[src/pkg/ffp_defines.svh]
`ifndef FFP_DEFINES_SVH
`define FFP_DEFINES_SVH

// ----------------------------------------
// Register indices (byte address = 4 * index)
// ----------------------------------------
`define FFP_IDX_CFG        4'h4
`define FFP_IDX_IRQCFG     4'h5
`define FFP_IDX_STAT       4'h6
`define FFP_IDX_ERR        4'h7
`define FFP_IDX_PROT       4'h8

// ----------------------------------------
// Field positions
// ----------------------------------------
`define FFP_CFG_IGNORE_SF  0
`define FFP_IRQCFG_SF_EN   0
`define FFP_STAT_VIOL      4
`define FFP_ERR_DF         1
`define FFP_ERR_SF         0
`define FFP_PROT_OPEN      7
`define FFP_PROT_RNV       6
`define FFP_PROT_HDIS      5
`define FFP_PROT_HS_HI     4
`define FFP_PROT_HS_LO     3
`define FFP_PROT_LDIS      2
`define FFP_PROT_LS_HI     1
`define FFP_PROT_LS_LO     0

// ----------------------------------------
// Reset values and constants
// ----------------------------------------
`define FFP_PROT_FULL      8'h7F
`define FFP_CFG_RESET      8'h00
`define FFP_PROT_BYTE_ADDR 24'hFF_FE0C
`define FFP_HIGH_LAST      24'hFF_FFFF
`define FFP_HIGH_MIN_SIZE  24'h00_0800
`define FFP_LOW_BASE       24'hFF_8000
`define FFP_LOW_MIN_SIZE   24'h00_0400
`define FFP_SCEN_TRANS     64'hFF_5A_3C_18_08_0C_0A_0F
`define FFP_RESP_OKAY      2'h0
`define FFP_RESP_SLVERR    2'h2

`endif

[src/pkg/ffp_pkg.sv]
package ffp_pkg;
    typedef logic [7:0]  ffp_byte_t;
    typedef logic [2:0]  ffp_scen_t;
    typedef logic [1:0]  ffp_resp_t;
    typedef logic [23:0] ffp_gaddr_t;
endpackage : ffp_pkg

[src/rtl/ffp_range_check.sv]
`timescale 1ns/100ps
`include "ffp_defines.svh"

module ffp_range_check (
    input  wire ffp_pkg::ffp_byte_t  prot,         // Current protection byte
    input  wire ffp_pkg::ffp_gaddr_t addr,         // Global target address
    output logic                     addrProtected, // Target lies in protected area
    output logic                     anyProtected   // Some sector is protected
);

    // ----------------------------------------
    // Range bounds
    // ----------------------------------------
    wire [1:0]               hiSel  = prot[`FFP_PROT_HS_HI:`FFP_PROT_HS_LO];
    wire [1:0]               loSel  = prot[`FFP_PROT_LS_HI:`FFP_PROT_LS_LO];
    wire ffp_pkg::ffp_gaddr_t hiSize = `FFP_HIGH_MIN_SIZE << hiSel;
    wire ffp_pkg::ffp_gaddr_t loSize = `FFP_LOW_MIN_SIZE << loSel;
    wire ffp_pkg::ffp_gaddr_t hiBase = 24'(`FFP_HIGH_LAST - hiSize + 24'h00_0001);
    wire ffp_pkg::ffp_gaddr_t loLast = 24'(`FFP_LOW_BASE + loSize - 24'h00_0001);

    wire inHigh = (addr >= hiBase);
    wire inLow  = (addr >= `FFP_LOW_BASE) && (addr <= loLast);
    wire hitRng = (!prot[`FFP_PROT_HDIS] && inHigh) || (!prot[`FFP_PROT_LDIS] && inLow);

    // ----------------------------------------
    // Open bit selects protect or unprotect
    // ----------------------------------------
    assign addrProtected = prot[`FFP_PROT_OPEN] ? hitRng : !hitRng;
    assign anyProtected  = !(prot[`FFP_PROT_OPEN] && prot[`FFP_PROT_HDIS]
                             && prot[`FFP_PROT_LDIS]);

endmodule : ffp_range_check

[src/rtl/ffp_axil_port.sv]
`timescale 1ns/100ps
`include "ffp_defines.svh"

module ffp_axil_port #(
    parameter int AW = 8
) (
    input  wire logic          mclk,    // System clock
    input  wire logic          resetn,  // Sync reset, active low
    input  wire logic          awvalid, // Write address valid
    output logic               awready, // Write address ready
    input  wire logic [AW-1:0] awaddr,  // Write address
    input  wire logic          wvalid,  // Write data valid
    output logic               wready,  // Write data ready
    input  wire logic [31:0]   wdata,   // Write data
    input  wire logic [3:0]    wstrb,   // Write strobes
    output logic               bvalid,  // Write response valid
    input  wire logic          bready,  // Write response ready
    output ffp_pkg::ffp_resp_t bresp,   // Write response
    input  wire logic          arvalid, // Read address valid
    output logic               arready, // Read address ready
    input  wire logic [AW-1:0] araddr,  // Read address
    output logic               rvalid,  // Read data valid
    input  wire logic          rready,  // Read data ready
    output logic [31:0]        rdata,   // Read data
    output ffp_pkg::ffp_resp_t rresp,   // Read response
    output logic               wrReq,   // Write strobe to registers
    output logic [AW-1:0]      wrAddr,  // Write address to registers
    output logic [31:0]        wrData,  // Write data to registers
    output logic [3:0]         wrStrb,  // Write strobes to registers
    input  wire logic          wrOk,    // Write address is mapped
    output logic               rdReq,   // Read strobe to registers
    output logic [AW-1:0]      rdAddr,  // Read address to registers
    input  wire logic [31:0]   rdData,  // Read data from registers
    input  wire logic          rdOk     // Read address is mapped
);

    logic          awHeld_q;
    logic [AW-1:0] awAddr_q;
    logic          wHeld_q;
    logic [31:0]   wData_q;
    logic [3:0]    wStrb_q;

    // ----------------------------------------
    // Channel acceptance
    // ----------------------------------------
    assign awready = !awHeld_q && !bvalid;
    assign wready  = !wHeld_q && !bvalid;
    assign arready = !rvalid;

    wire awTake = awvalid && awready;
    wire wTake  = wvalid && wready;

    assign wrReq  = (awHeld_q || awTake) && (wHeld_q || wTake);
    assign wrAddr = awHeld_q ? awAddr_q : awaddr;
    assign wrData = wHeld_q ? wData_q : wdata;
    assign wrStrb = wHeld_q ? wStrb_q : wstrb;
    assign rdReq  = arvalid && arready;
    assign rdAddr = araddr;

    // ----------------------------------------
    // Write side
    // ----------------------------------------
    always_ff @(posedge mclk) begin
        if (!resetn) begin
            awHeld_q <= 1'b0;
            awAddr_q <= '0;
            wHeld_q  <= 1'b0;
            wData_q  <= 32'h0000_0000;
            wStrb_q  <= 4'h0;
        end else begin
            awHeld_q <= !wrReq && (awHeld_q || awTake);
            wHeld_q  <= !wrReq && (wHeld_q || wTake);
            if (awTake) awAddr_q <= awaddr;
            if (wTake) wData_q <= wdata;
            if (wTake) wStrb_q <= wstrb;
        end
    end

    always_ff @(posedge mclk) begin
        if (!resetn) begin
            bvalid <= 1'b0;
            bresp  <= `FFP_RESP_OKAY;
        end else if (wrReq) begin
            bvalid <= 1'b1;
            bresp  <= wrOk ? `FFP_RESP_OKAY : `FFP_RESP_SLVERR;
        end else if (bready) begin
            bvalid <= 1'b0;
        end
    end

    // ----------------------------------------
    // Read side
    // ----------------------------------------
    always_ff @(posedge mclk) begin
        if (!resetn) begin
            rvalid <= 1'b0;
            rdata  <= 32'h0000_0000;
            rresp  <= `FFP_RESP_OKAY;
        end else if (rdReq) begin
            rvalid <= 1'b1;
            rdata  <= rdOk ? rdData : 32'h0000_0000;
            rresp  <= rdOk ? `FFP_RESP_OKAY : `FFP_RESP_SLVERR;
        end else if (rready) begin
            rvalid <= 1'b0;
        end
    end

endmodule : ffp_axil_port

[src/rtl/ffp_flash_prot.sv]
// Summary of operation
// - Double fault or busy read sets bit 1
// - Double flag clears only by writing one
// - Single fault or busy read sets bit 0 unless CFG ignore bit is set
// - Single flag clears only by writing one
// - Fault flags stored two clocks after read
// - Normal mode writes may only add protection
// - Special mode writes protection bits freely
// - Protection byte loaded during reset sequence
// - Double fault on load gives full protection
// - Protected program or erase refused, violation set
// - Block erase refused if any sector protected
// - Open bit selects protect or unprotect ranges
// - High range disable bit, range ends top
// - High size writable only while high disabled
// - Low size writable only while low disabled
// - Disallowed scenario write ignored entirely
// - Single flag with enable requests interrupt
//
// The implementer's own choice: the AXI4-Lite register port.
`timescale 1ns/100ps
`include "ffp_defines.svh"

module ffp_flash_prot #(
    parameter int AXI_ADDR_W = 8
) (
    input  wire logic                  mclk,           // System clock
    input  wire logic                  resetn,         // Sync reset, active low
    input  wire logic                  s_axi_awvalid,  // Write address valid
    output logic                       s_axi_awready,  // Write address ready
    input  wire logic [AXI_ADDR_W-1:0] s_axi_awaddr,   // Write address
    input  wire logic                  s_axi_wvalid,   // Write data valid
    output logic                       s_axi_wready,   // Write data ready
    input  wire logic [31:0]           s_axi_wdata,    // Write data
    input  wire logic [3:0]            s_axi_wstrb,    // Write strobes
    output logic                       s_axi_bvalid,   // Write response valid
    input  wire logic                  s_axi_bready,   // Write response ready
    output ffp_pkg::ffp_resp_t         s_axi_bresp,    // Write response
    input  wire logic                  s_axi_arvalid,  // Read address valid
    output logic                       s_axi_arready,  // Read address ready
    input  wire logic [AXI_ADDR_W-1:0] s_axi_araddr,   // Read address
    output logic                       s_axi_rvalid,   // Read data valid
    input  wire logic                  s_axi_rready,   // Read data ready
    output logic [31:0]                s_axi_rdata,    // Read data
    output ffp_pkg::ffp_resp_t         s_axi_rresp,    // Read response
    input  wire logic                  specialMode,    // Special single-chip mode
    input  wire logic                  cfgLoad,        // Protection byte fetched
    input  wire ffp_pkg::ffp_byte_t    cfgByte,        // Fetched protection byte
    input  wire logic                  cfgDoubleFault, // Fetch had double fault
    input  wire logic                  rdDone,         // Array read finished
    input  wire logic                  eccSingle,      // Corrected one-bit error
    input  wire logic                  eccDouble,      // Two-bit error
    input  wire logic                  rdBusyBlock,    // Read hit busy block
    input  wire logic                  cmdValid,       // Program or erase request
    input  wire logic                  cmdBlockErase,  // Request is block erase
    input  wire ffp_pkg::ffp_gaddr_t   cmdAddr,        // Request target address
    output logic                       cmdAccept,      // Request allowed, pulse
    output logic                       cmdRefused,     // Request refused, pulse
    output ffp_pkg::ffp_byte_t         protByte,       // Active protection byte
    output logic                       doubleFault,    // Double fault flag
    output logic                       singleFault,    // Single fault flag
    output logic                       singleFaultIrq  // Single fault interrupt
);

    // ----------------------------------------
    // Elaboration check
    // ----------------------------------------
    if (AXI_ADDR_W < 6) begin : g_bad_aw
        $error("AXI_ADDR_W too small for register map");
    end

    // ----------------------------------------
    // Decode helpers
    // ----------------------------------------
    function automatic logic isReg(input logic [AXI_ADDR_W-1:0] a,
                                   input logic [3:0] idx);
        isReg = (a[AXI_ADDR_W-1:2] == (AXI_ADDR_W-2)'(idx));
    endfunction : isReg

    function automatic logic transOk(input ffp_pkg::ffp_scen_t from,
                                     input ffp_pkg::ffp_scen_t to);
        logic [63:0] tbl;
        tbl     = `FFP_SCEN_TRANS;
        transOk = tbl[{from, to}];
    endfunction : transOk

    // ----------------------------------------
    // Register state
    // ----------------------------------------
    logic               doubleFault_q;
    logic               singleFault_q;
    logic               ignoreSf_q;
    logic               sfIrqEn_q;
    logic               protViol_q;
    ffp_pkg::ffp_byte_t prot_q;
    logic               rdDone_q;
    logic               eccSingle_q;
    logic               eccDouble_q;
    logic               rdBusy_q;
    logic               cmdAccept_q;
    logic               cmdRefused_q;

    // ----------------------------------------
    // Bus slave
    // ----------------------------------------
    logic                  wrReq;
    logic [AXI_ADDR_W-1:0] wrAddr;
    logic [31:0]           wrData;
    logic [3:0]            wrStrb;
    logic                  rdReq;
    logic [AXI_ADDR_W-1:0] rdAddr;
    logic [31:0]           rdData;
    logic                  wrOk;
    logic                  rdOk;

    ffp_axil_port #(
        .AW      (AXI_ADDR_W)
    ) u_port (
        .mclk    (mclk),
        .resetn  (resetn),
        .awvalid (s_axi_awvalid),
        .awready (s_axi_awready),
        .awaddr  (s_axi_awaddr),
        .wvalid  (s_axi_wvalid),
        .wready  (s_axi_wready),
        .wdata   (s_axi_wdata),
        .wstrb   (s_axi_wstrb),
        .bvalid  (s_axi_bvalid),
        .bready  (s_axi_bready),
        .bresp   (s_axi_bresp),
        .arvalid (s_axi_arvalid),
        .arready (s_axi_arready),
        .araddr  (s_axi_araddr),
        .rvalid  (s_axi_rvalid),
        .rready  (s_axi_rready),
        .rdata   (s_axi_rdata),
        .rresp   (s_axi_rresp),
        .wrReq   (wrReq),
        .wrAddr  (wrAddr),
        .wrData  (wrData),
        .wrStrb  (wrStrb),
        .wrOk    (wrOk),
        .rdReq   (rdReq),
        .rdAddr  (rdAddr),
        .rdData  (rdData),
        .rdOk    (rdOk)
    );

    // ----------------------------------------
    // Address decode
    // ----------------------------------------
    wire wCfg  = isReg(wrAddr, `FFP_IDX_CFG);
    wire wIrq  = isReg(wrAddr, `FFP_IDX_IRQCFG);
    wire wStat = isReg(wrAddr, `FFP_IDX_STAT);
    wire wErr  = isReg(wrAddr, `FFP_IDX_ERR);
    wire wProt = isReg(wrAddr, `FFP_IDX_PROT);
    wire rCfg  = isReg(rdAddr, `FFP_IDX_CFG);
    wire rIrq  = isReg(rdAddr, `FFP_IDX_IRQCFG);
    wire rStat = isReg(rdAddr, `FFP_IDX_STAT);
    wire rErr  = isReg(rdAddr, `FFP_IDX_ERR);
    wire rProt = isReg(rdAddr, `FFP_IDX_PROT);

    assign wrOk = wCfg || wIrq || wStat || wErr || wProt;
    assign rdOk = rCfg || rIrq || rStat || rErr || rProt;

    wire wrLow  = wrReq && wrStrb[0];
    wire wrCfg  = wrLow && wCfg;
    wire wrIrq  = wrLow && wIrq;
    wire wrStat = wrLow && wStat;
    wire wrErr  = wrLow && wErr;
    wire wrProt = wrLow && wProt;

    // ----------------------------------------
    // Read data
    // ----------------------------------------
    wire [7:0] cfgRd  = 8'(ignoreSf_q) << `FFP_CFG_IGNORE_SF;
    wire [7:0] irqRd  = 8'(sfIrqEn_q) << `FFP_IRQCFG_SF_EN;
    wire [7:0] statRd = 8'(protViol_q) << `FFP_STAT_VIOL;
    wire [7:0] errRd  = (8'(doubleFault_q) << `FFP_ERR_DF)
                      | (8'(singleFault_q) << `FFP_ERR_SF);
    wire [7:0] rdByte = rCfg  ? cfgRd  :
                        rIrq  ? irqRd  :
                        rStat ? statRd :
                        rErr  ? errRd  :
                        rProt ? prot_q : 8'h00;

    assign rdData = {24'h00_0000, rdByte};

    // ----------------------------------------
    // Configuration registers
    // ----------------------------------------
    always_ff @(posedge mclk) begin
        if (!resetn) begin
            ignoreSf_q <= 1'b0;
            sfIrqEn_q  <= 1'b0;
        end else begin
            if (wrCfg) ignoreSf_q <= wrData[`FFP_CFG_IGNORE_SF];
            if (wrIrq) sfIrqEn_q <= wrData[`FFP_IRQCFG_SF_EN];
        end
    end

    // ----------------------------------------
    // ECC fault capture
    // ----------------------------------------
    always_ff @(posedge mclk) begin
        if (!resetn) begin
            rdDone_q    <= 1'b0;
            eccSingle_q <= 1'b0;
            eccDouble_q <= 1'b0;
            rdBusy_q    <= 1'b0;
        end else begin
            rdDone_q    <= rdDone;
            eccSingle_q <= eccSingle;
            eccDouble_q <= eccDouble;
            rdBusy_q    <= rdBusyBlock;
        end
    end

    wire dfSet = rdDone_q && (eccDouble_q || rdBusy_q);
    wire sfSet = rdDone_q && !ignoreSf_q && (eccSingle_q || rdBusy_q);
    wire dfClr = wrErr && wrData[`FFP_ERR_DF];
    wire sfClr = wrErr && wrData[`FFP_ERR_SF];

    // Set wins over a clear in the same cycle
    always_ff @(posedge mclk) begin
        if (!resetn) begin
            doubleFault_q <= 1'b0;
            singleFault_q <= 1'b0;
        end else begin
            doubleFault_q <= dfSet || (doubleFault_q && !dfClr);
            singleFault_q <= sfSet || (singleFault_q && !sfClr);
        end
    end

    assign doubleFault    = doubleFault_q;
    assign singleFault    = singleFault_q;
    assign singleFaultIrq = singleFault_q && sfIrqEn_q;

    // ----------------------------------------
    // Protection write filter
    // ----------------------------------------
    wire ffp_pkg::ffp_scen_t curScen = {prot_q[`FFP_PROT_OPEN],
                                        prot_q[`FFP_PROT_HDIS],
                                        prot_q[`FFP_PROT_LDIS]};
    wire ffp_pkg::ffp_scen_t reqScen = {wrData[`FFP_PROT_OPEN],
                                        wrData[`FFP_PROT_HDIS],
                                        wrData[`FFP_PROT_LDIS]};

    wire scenOk = specialMode || transOk(curScen, reqScen);
    wire hsOpen = specialMode || prot_q[`FFP_PROT_HDIS];
    wire lsOpen = specialMode || prot_q[`FFP_PROT_LDIS];

    wire [1:0] newHs = hsOpen ? wrData[`FFP_PROT_HS_HI:`FFP_PROT_HS_LO]
                              : prot_q[`FFP_PROT_HS_HI:`FFP_PROT_HS_LO];
    wire [1:0] newLs = lsOpen ? wrData[`FFP_PROT_LS_HI:`FFP_PROT_LS_LO]
                              : prot_q[`FFP_PROT_LS_HI:`FFP_PROT_LS_LO];

    // Reserved nonvolatile bit keeps its loaded value
    wire ffp_pkg::ffp_byte_t newProt = {reqScen[2], prot_q[`FFP_PROT_RNV],
                                        reqScen[1], newHs,
                                        reqScen[0], newLs};

    // ----------------------------------------
    // Protection register
    // ----------------------------------------
    always_ff @(posedge mclk) begin
        if (!resetn) begin
            prot_q <= `FFP_PROT_FULL;
        end else if (cfgLoad) begin
            prot_q <= cfgDoubleFault ? `FFP_PROT_FULL : cfgByte;
        end else if (wrProt && scenOk) begin
            prot_q <= newProt;
        end
    end

    assign protByte = prot_q;

    // ----------------------------------------
    // Program and erase screening
    // ----------------------------------------
    logic addrProt;
    logic anyProt;

    ffp_range_check u_range (
        .prot          (prot_q),
        .addr          (cmdAddr),
        .addrProtected (addrProt),
        .anyProtected  (anyProt)
    );

    wire cmdBad = cmdBlockErase ? anyProt : addrProt;
    wire violSet = cmdValid && cmdBad;
    wire violClr = wrStat && wrData[`FFP_STAT_VIOL];

    always_ff @(posedge mclk) begin
        if (!resetn) begin
            protViol_q   <= 1'b0;
            cmdAccept_q  <= 1'b0;
            cmdRefused_q <= 1'b0;
        end else begin
            protViol_q   <= violSet || (protViol_q && !violClr);
            cmdAccept_q  <= cmdValid && !cmdBad;
            cmdRefused_q <= violSet;
        end
    end

    assign cmdAccept  = cmdAccept_q;
    assign cmdRefused = cmdRefused_q;

endmodule : ffp_flash_prot

[config.mk]
export PLATFORM = sky130hd
export DESIGN_NAME = ffp_flash_prot
export DESIGN_NICKNAME = d
export VERILOG_FILES = /design/src/pkg/ffp_pkg.sv /design/src/rtl/ffp_range_check.sv /design/src/rtl/ffp_axil_port.sv /design/src/rtl/ffp_flash_prot.sv
export VERILOG_INCLUDE_DIRS = /design/src /design/src/pkg
export SDC_FILE = /design/constraint.sdc
export NUM_CORES = 1
export LEC_CHECK = 0
export BUFFER_PORTS_ARGS = -buffer_cell sky130_fd_sc_hd__buf_2
export CORE_AREA = 2 2 138 140
export CTS_BUF_LIST = sky130_fd_sc_hd__clkbuf_8
export DETAILED_ROUTE_END_ITERATION = 8
export DIE_AREA = 0 0 140 142
export MAX_ROUTING_LAYER = met4
export SYNTH_ARGS = -nofsm -noshare
export SYNTH_HDL_FRONTEND = slang
export SYNTH_HIERARCHICAL = 1
export SYNTH_SLANG_ARGS = --single-unit
[constraint.sdc]
create_clock -name mclk -period 7.1 [get_ports mclk]
set_clock_uncertainty 0.2 [all_clocks]
set_input_delay 1.42 -clock mclk [delete_from_list [all_inputs] [get_ports mclk]]
set_output_delay 1.42 -clock mclk [all_outputs]
set_load 0.05 [all_outputs]
==> results by group, run 1 <==
Timing
  – F_max: ~0.28 GHz
  – Min cycle time layout: roughly 3.6 ns
  – Slew @ Worst Pin: ~0.75 ns
  – Slew headroom: approximately half
  – Slew Viols, Final: 0
  – Fin. Hold Viols: 0
  – Worst setup margin: around 3.5 ns
  – RSZ-0062 raised after global routing: false
  – Setup TNS: 0 ns
  – Final setup violation count: 0
  – Tcrit/Tclk final: about half

Global routing
  – Tot GR Track Use: a little under an eighth
  – Grt ovf: 0
  – Pin count of the biggest net entering global routing: between 70 and 80
  – Antenna violations before repair: 2
  – Vias in the first global route: around 3400
  – Global-route wire length before repair: ~17000 um

Drt
  – Post-detailed-route via-to-cell ratio: about 4.3
  – Pre-antenna DRT Iters: 6
  – 1st-iter DRT viols: 110
  – Drc violations: 10
  – DR WL/cell: ~13 um
  – Wirelength, routed: 10900 um
  – DR vias: between 3000 and 4000
  – Antenna Nets Post-Route: 0

Run status
  – Status: finished, violations left
  – Failing checks: design-rule violations

CTS
  – Setup bufs post-CTS: 0
  – Post-cts sizing count: 0
  – H-tree levels: 3
  – Clk buf depth: 2
  – Clk pin slew, worst setup/hold paths: roughly 0.07 ns
  – Cts bufs inserted: 9
  – Hold buffers post-CTS: 0
  – Root buf cell: clkbuf_8
  – CTS Sinks: 71
  – Clock tree from TritonCTS: done
  – Clk Latency, worst-skew pair: between 0.3 and 0.4 ns

Run
  – Max-Cap Viols: 0

Synth
  – Mapped Cells: 470
  – Synth Cell Area: just under 4000 sq um
  – Yosys warning total: 6
  – Avg Cell Area, Syn: between 8 and 9 sq um

Finish
  – Final cell count without fillers: about 800
  – Final core utilization: roughly a quarter
  – Area growth syn-to-layout: 23.9%
  – Share of layout cells above drive strength 1: 27.3%
  – Layout net count: ~700

Worst setup path
  – CP Capture Type: flip-flop
  – Critical Path RT: approximately 7.2 ns
  – Reg2Reg Setup Slack: 3.98 ns
  – Crit start category: primary input
  – Worst flop-to-flop path startpoint: protByte[3]
  – Critical-path maximum fanout: 26
  – Register-to-Register Path Depth: 12
  – Crit Reg-Reg Endpoint: protViol_q
  – CP arrival: roughly 3.6 ns
  – Crit Path Category: primary input to flip-flop

Placed design
  – Pre-CTS setup slack: 3.20 ns
  – Placed cells: 805
  – Port bufs: approximately 120
  – Gpl congestion: 0.784
  – Hpwl dp: roughly 7900 um

Power
  – Leak pwr: between 2 and 2.5 nW
  – Post-layout power: 0.952 mW
  – VDD IR max: between 0.06 and 0.07 mV
  – Power density over the cells: 194 nW/um^2

Die
  – Row cnt: 50
  – Die Y: approximately 140 um
  – Core Region: 18500 sq um
  – Num ports: around 150
  – Full die area: ~20000 sq um
  – Die width: roughly 140 um
  – Initial Utilization: between 20% and 30%

Min path
  – Min-delay worst type: flip-flop to flip-flop
  – Min-delay src: u_port/rdata[14]
  – Hold-critical path depth: 2
  – Hold endpoint: u_port/rdata[14]
==> worst max-delay path, cell delays in order <==
cell	delay [ns]
buf_2	0.13
or4b_1	0.52
nor3_1	0.56
or2_1	0.35
buf_4	0.35
nand3_1	0.10
a21boi_0	0.18
==> where the power goes <==
group	leakage, nW	switching (mW)	internal [mW]
sequential	0.579	0.0196	0.415
combinational	1.47	0.123	0.0742
clock	0.108	0.153	0.168
==> worst max-delay path by stage <==
stage	start	endpoint	slack (ns)	cells past startpoint
after floorplan	s_axi_araddr[3]	u_port/rdata[2]	3.54	8
after global placement	s_axi_araddr[3]	u_port/rdata[0]	3.19	7
after detailed placement	s_axi_araddr[3]	u_port/rdata[2]	3.20	7
after CTS	s_axi_araddr[3]	u_port/rdata[2]	3.58	7
after global routing	s_axi_araddr[3]	u_port/rdata[0]	3.36	7
final	s_axi_araddr[3]	u_port/rdata[2]	3.55	7
==> registers in the layout, summed over array words and instances (netlist names), 6 cells and up <==
register	flops
u_port/rdata	32
protByte	8
u_port/awAddr_q	6
u_port/wData_q	7
==> routing by layer <==
layer	track usage [%]	up-vias	wire, um
li1	-	1843	-
met1	14.0	1591	5280
met2	17.9	92	4710
met3	3.16	14	628
met4	4.63	0	243
met5	-	-	0
==> final cells by class <==
type                    count  area, sq um
multi-input cells         363         2330
inverters                  14         52.6
clock buffers              10          138
well taps                 234          293
fillers                  2001        13500
flip-flops and latches     71         1420
diodes                      3         7.51
clock inverters             6         52.6
repair buffers            123          626
==> placed cells by master, fill, tap and decap left out, types with 3 or more instances in the layout <==
cell type	instances
clkbuf_8	10
o211a_1	4
nor2b_1	11
inv_1	14
nor4_1	3
nor3_1	4
nor2_1	13
buf_2	119
nand4_1	7
o21ai_0	11
o21a_1	3
a21oi_1	8
dfxtp_1	71
o211ai_1	4
ha_1	17
a21boi_0	27
nand4b_1	3
mux2i_1	11
nand2b_1	6
mux2_2	14
nand3_1	37
diode_2	3
a211oi_1	3
conb_1	27
clkinv_2	3
buf_4	4
a21boi_1	16
o22ai_1	4
and2_1	10
or4b_1	3
nand2_1	77
==> stage by stage <==
stage	area [sq um]	hold WS, ns
floorplan	4060	0.232
global placement	4720	0.238
finish	4920	0.246
global route	4920	0.271
detailed placement	4720	0.240
CTS	4910	0.251
Note: power is estimated with default switching activity, not from simulation.
==> inputs of run 2 (changes only) <==
- clock period: 7.1 -> 3.44 ns (I/O delays scaled with it)
==> run 2 against run 1 <==
  * Power rose by 130%
  * Worst hold slack improved by 0.0038 ns
  * Combinational power rose by 110%
  * Non-clock buffer count rose by 3
  * Routed wire length rose by 1.8%
  * The flow still finishes with violations (design-rule violations)
  * Die area did not move
  * Critical path type is now flip-flop to flip-flop
  * Register-to-register slack got worse by 3.6 ns
  * Critical path depth rose by 5
  * Largest cell class unchanged
  * Cell count did not move
  * Core utilization rose by 0.49 points
  * Critical endpoint is now protViol_q
==> results by group, run 2 (same netlist as run 1, synthesis figures left out) <==
Run status
  – Status: finished, violations left
  – Failing checks: design-rule violations

Placed design
  – Port bufs: 119 (unchanged)
  – Hpwl dp: 8230 um (+3.7%)
  – Placed cells: 808 (+0.37%)
  – Gpl congestion: 0.792 (+0.98%)

Worst setup path
  – Crit start category: flip-flop
  – Worst flop-to-flop path startpoint: protByte[3]
  – Register-to-Register Path Depth: 12 (unchanged)
  – Reg2Reg Setup Slack: 0.39 ns (-3.59 ns)
  – Crit Path Category: flip-flop to flip-flop
  – Critical Path RT: 3.50 ns (-3.67 ns)
  – CP arrival: 3.10 ns (-0.53 ns)
  – CP Capture Type: flip-flop
  – Crit Reg-Reg Endpoint: protViol_q
  – Critical-path maximum fanout: 7 (-73%)

Drt
  – Wirelength, routed: 11100 um (+1.8%)
  – Antenna Nets Post-Route: 0 (unchanged)
  – DR vias: 3549 (+0.25%)
  – DR WL/cell: 13.4 um (+1.8%)
  – Pre-antenna DRT Iters: 8 (+2)
  – Post-detailed-route via-to-cell ratio: 4.31 (+0.25%)
  – Drc violations: 10 (unchanged)
  – 1st-iter DRT viols: 104 (-5.5%)

Finish
  – Reg with most FFs: u_port/rdata
  – Highest-count cells in the layout ignoring fill and taps: 119 x buf_2, 77 x nand2_1, 71 x dfxtp_1, 37 x nand3_1
  – Area growth syn-to-layout: 26.1%
  – Commonest non-fill, non-tap cell in the layout: buf_2
  – Layout net count: 702 (+0.43%)
  – Max reg flops: 32 (unchanged)
  – Final cell count without fillers: 824 (unchanged)
  – Share of layout cells above drive strength 1: 28.0% (+0.71 points)
  – Fillcell total: 1997 (-0.20%)
  – Diodes inserted: 0 (-3)

Global routing
  – Tot GR Track Use: 11.8% (+0.41 points)
  – Pin count of the biggest net entering global routing: 47 (-39%)
  – Global-route wire length before repair: 17900 um (+3.0%)
  – Vias in the first global route: 3482 (+3.0%)
  – Grt ovf: 0 (unchanged)
  – Antenna violations before repair: 0 (-2)

Min path
  – Min-delay worst type: flip-flop to flip-flop
  – Hold-critical path depth: 2 (unchanged)
  – Hold endpoint: u_port/rdata[21]
  – Min-delay src: u_port/rdata[21]

Timing
  – Setup TNS: 0 ns (unchanged)
  – Final setup violation count: 0 (unchanged)
  – F_max: between 0.3 and 0.4 GHz
  – RSZ-0062 raised after global routing: false
  – Slew @ Worst Pin: 0.779 ns (+0.0246 ns)
  – Min cycle time layout: roughly 3.0 ns
  – Slew headroom: 48.1% (-0.93 points)
  – Fin. Hold Viols: 0 (unchanged)
  – Tcrit/Tclk final: roughly nine tenths
  – Slew Viols, Final: 0 (unchanged)

Die
  – Initial Utilization: 21.5% (unchanged)
  – Full die area: 19900 sq um (unchanged)
  – Core Region: 18500 sq um (unchanged)
  – Num ports: 154 (unchanged)
  – Row cnt: 50 (unchanged)
  – Die Y: 142 um (unchanged)
  – Die width: 140 um (unchanged)

CTS
  – H-tree levels: 3 (unchanged)
  – CTS Sinks: 71 (unchanged)
  – Hold buffers post-CTS: 0 (unchanged)
  – Root buf cell: clkbuf_8
  – Cts bufs inserted: 9 (unchanged)
  – Clk buf depth: 2 (unchanged)
  – Clk pin slew, worst setup/hold paths: 0.08 ns (about the same)
  – Clk Latency, worst-skew pair: 0.37 ns (+0.02 ns)
  – Post-cts sizing count: 0 (unchanged)
  – Clock tree from TritonCTS: done
  – Setup bufs post-CTS: 0 (unchanged)

Power
  – Leak pwr: 2.19 nW (+1.6%)
  – VDD IR max: 0.183 mV (+160%)
  – Power density over the cells: 431 nW/um^2 (+120%)

Run
  – Max-Cap Viols: 0 (unchanged)
==> run 2: worst max-delay path, cell delays in order, from the launching register on <==
cell	delay, ns
dfxtp_1	0.49
or2_2	0.19
ha_1	0.13
nor2b_1	0.33
ha_1	0.31
a22o_1	0.23
a21oi_1	0.16
o21ai_1	0.09
a221oi_2	0.28
xor2_1	0.09
mux2i_1	0.17
nor2_1	0.10
a31o_1	0.18
==> run 2: power breakdown <==
part / internal (mW) / switching [mW] / leakage, nW
Sequential: 0.856 / 0.0397 / 0.579
Clock: 0.506 / 0.343 / 0.124
Combinational: 0.156 / 0.256 / 1.49
Total: 1.52 / 0.639 / 2.19
==> run 2: worst max-delay path by stage <==
stage                            from          to  slack, ns  cells past startpoint
after floorplan           protByte[4]  protViol_q       0.35                     12
after global placement    protByte[3]  protViol_q       0.39                     12
after detailed placement  protByte[3]  protViol_q       0.32                     12
after CTS                 protByte[3]  protViol_q       0.33                     12
after global routing      protByte[3]  protViol_q       0.05                     12
final                     protByte[3]  protViol_q       0.39                     12
==> run 2: metrics by stage <==
step	area [sq um]	hold slack (ns)	total power [mW]	util (%)	worst slack (ns)
final	5010	0.250	2.16	27.1	0.393
after global routing	5010	0.275	2.29	27.1	0.0503
after CTS	5010	0.255	2.20	27.1	0.326
after detailed placement	4750	0.243	1.33	25.8	0.320
after global placement	4750	0.238	1.33	25.8	0.385
after floorplan	4060	0.232	1.22	-	0.353
==> run 2: routing by layer <==
layer | track usage, % | up-vias | routed length (um)
li1 | - | 1846 | -
met5 | - | - | 0
met4 | 5.05 | 0 | 231
met3 | 2.93 | 14 | 530
met2 | 18.4 | 96 | 4860
met1 | 14.7 | 1593 | 5430
==> run 2: layout make-up <==
cell class	instances	area (sq um)	share of cell area (%)
inverter	14	52.6	1.05
timing repair buffer	126	661	13.2
sequential	71	1420	28.4
multi-input combinational	363	2330	46.5
clock inverter	6	115	2.30
tap	234	293	5.85
clock buffer	10	138	2.75
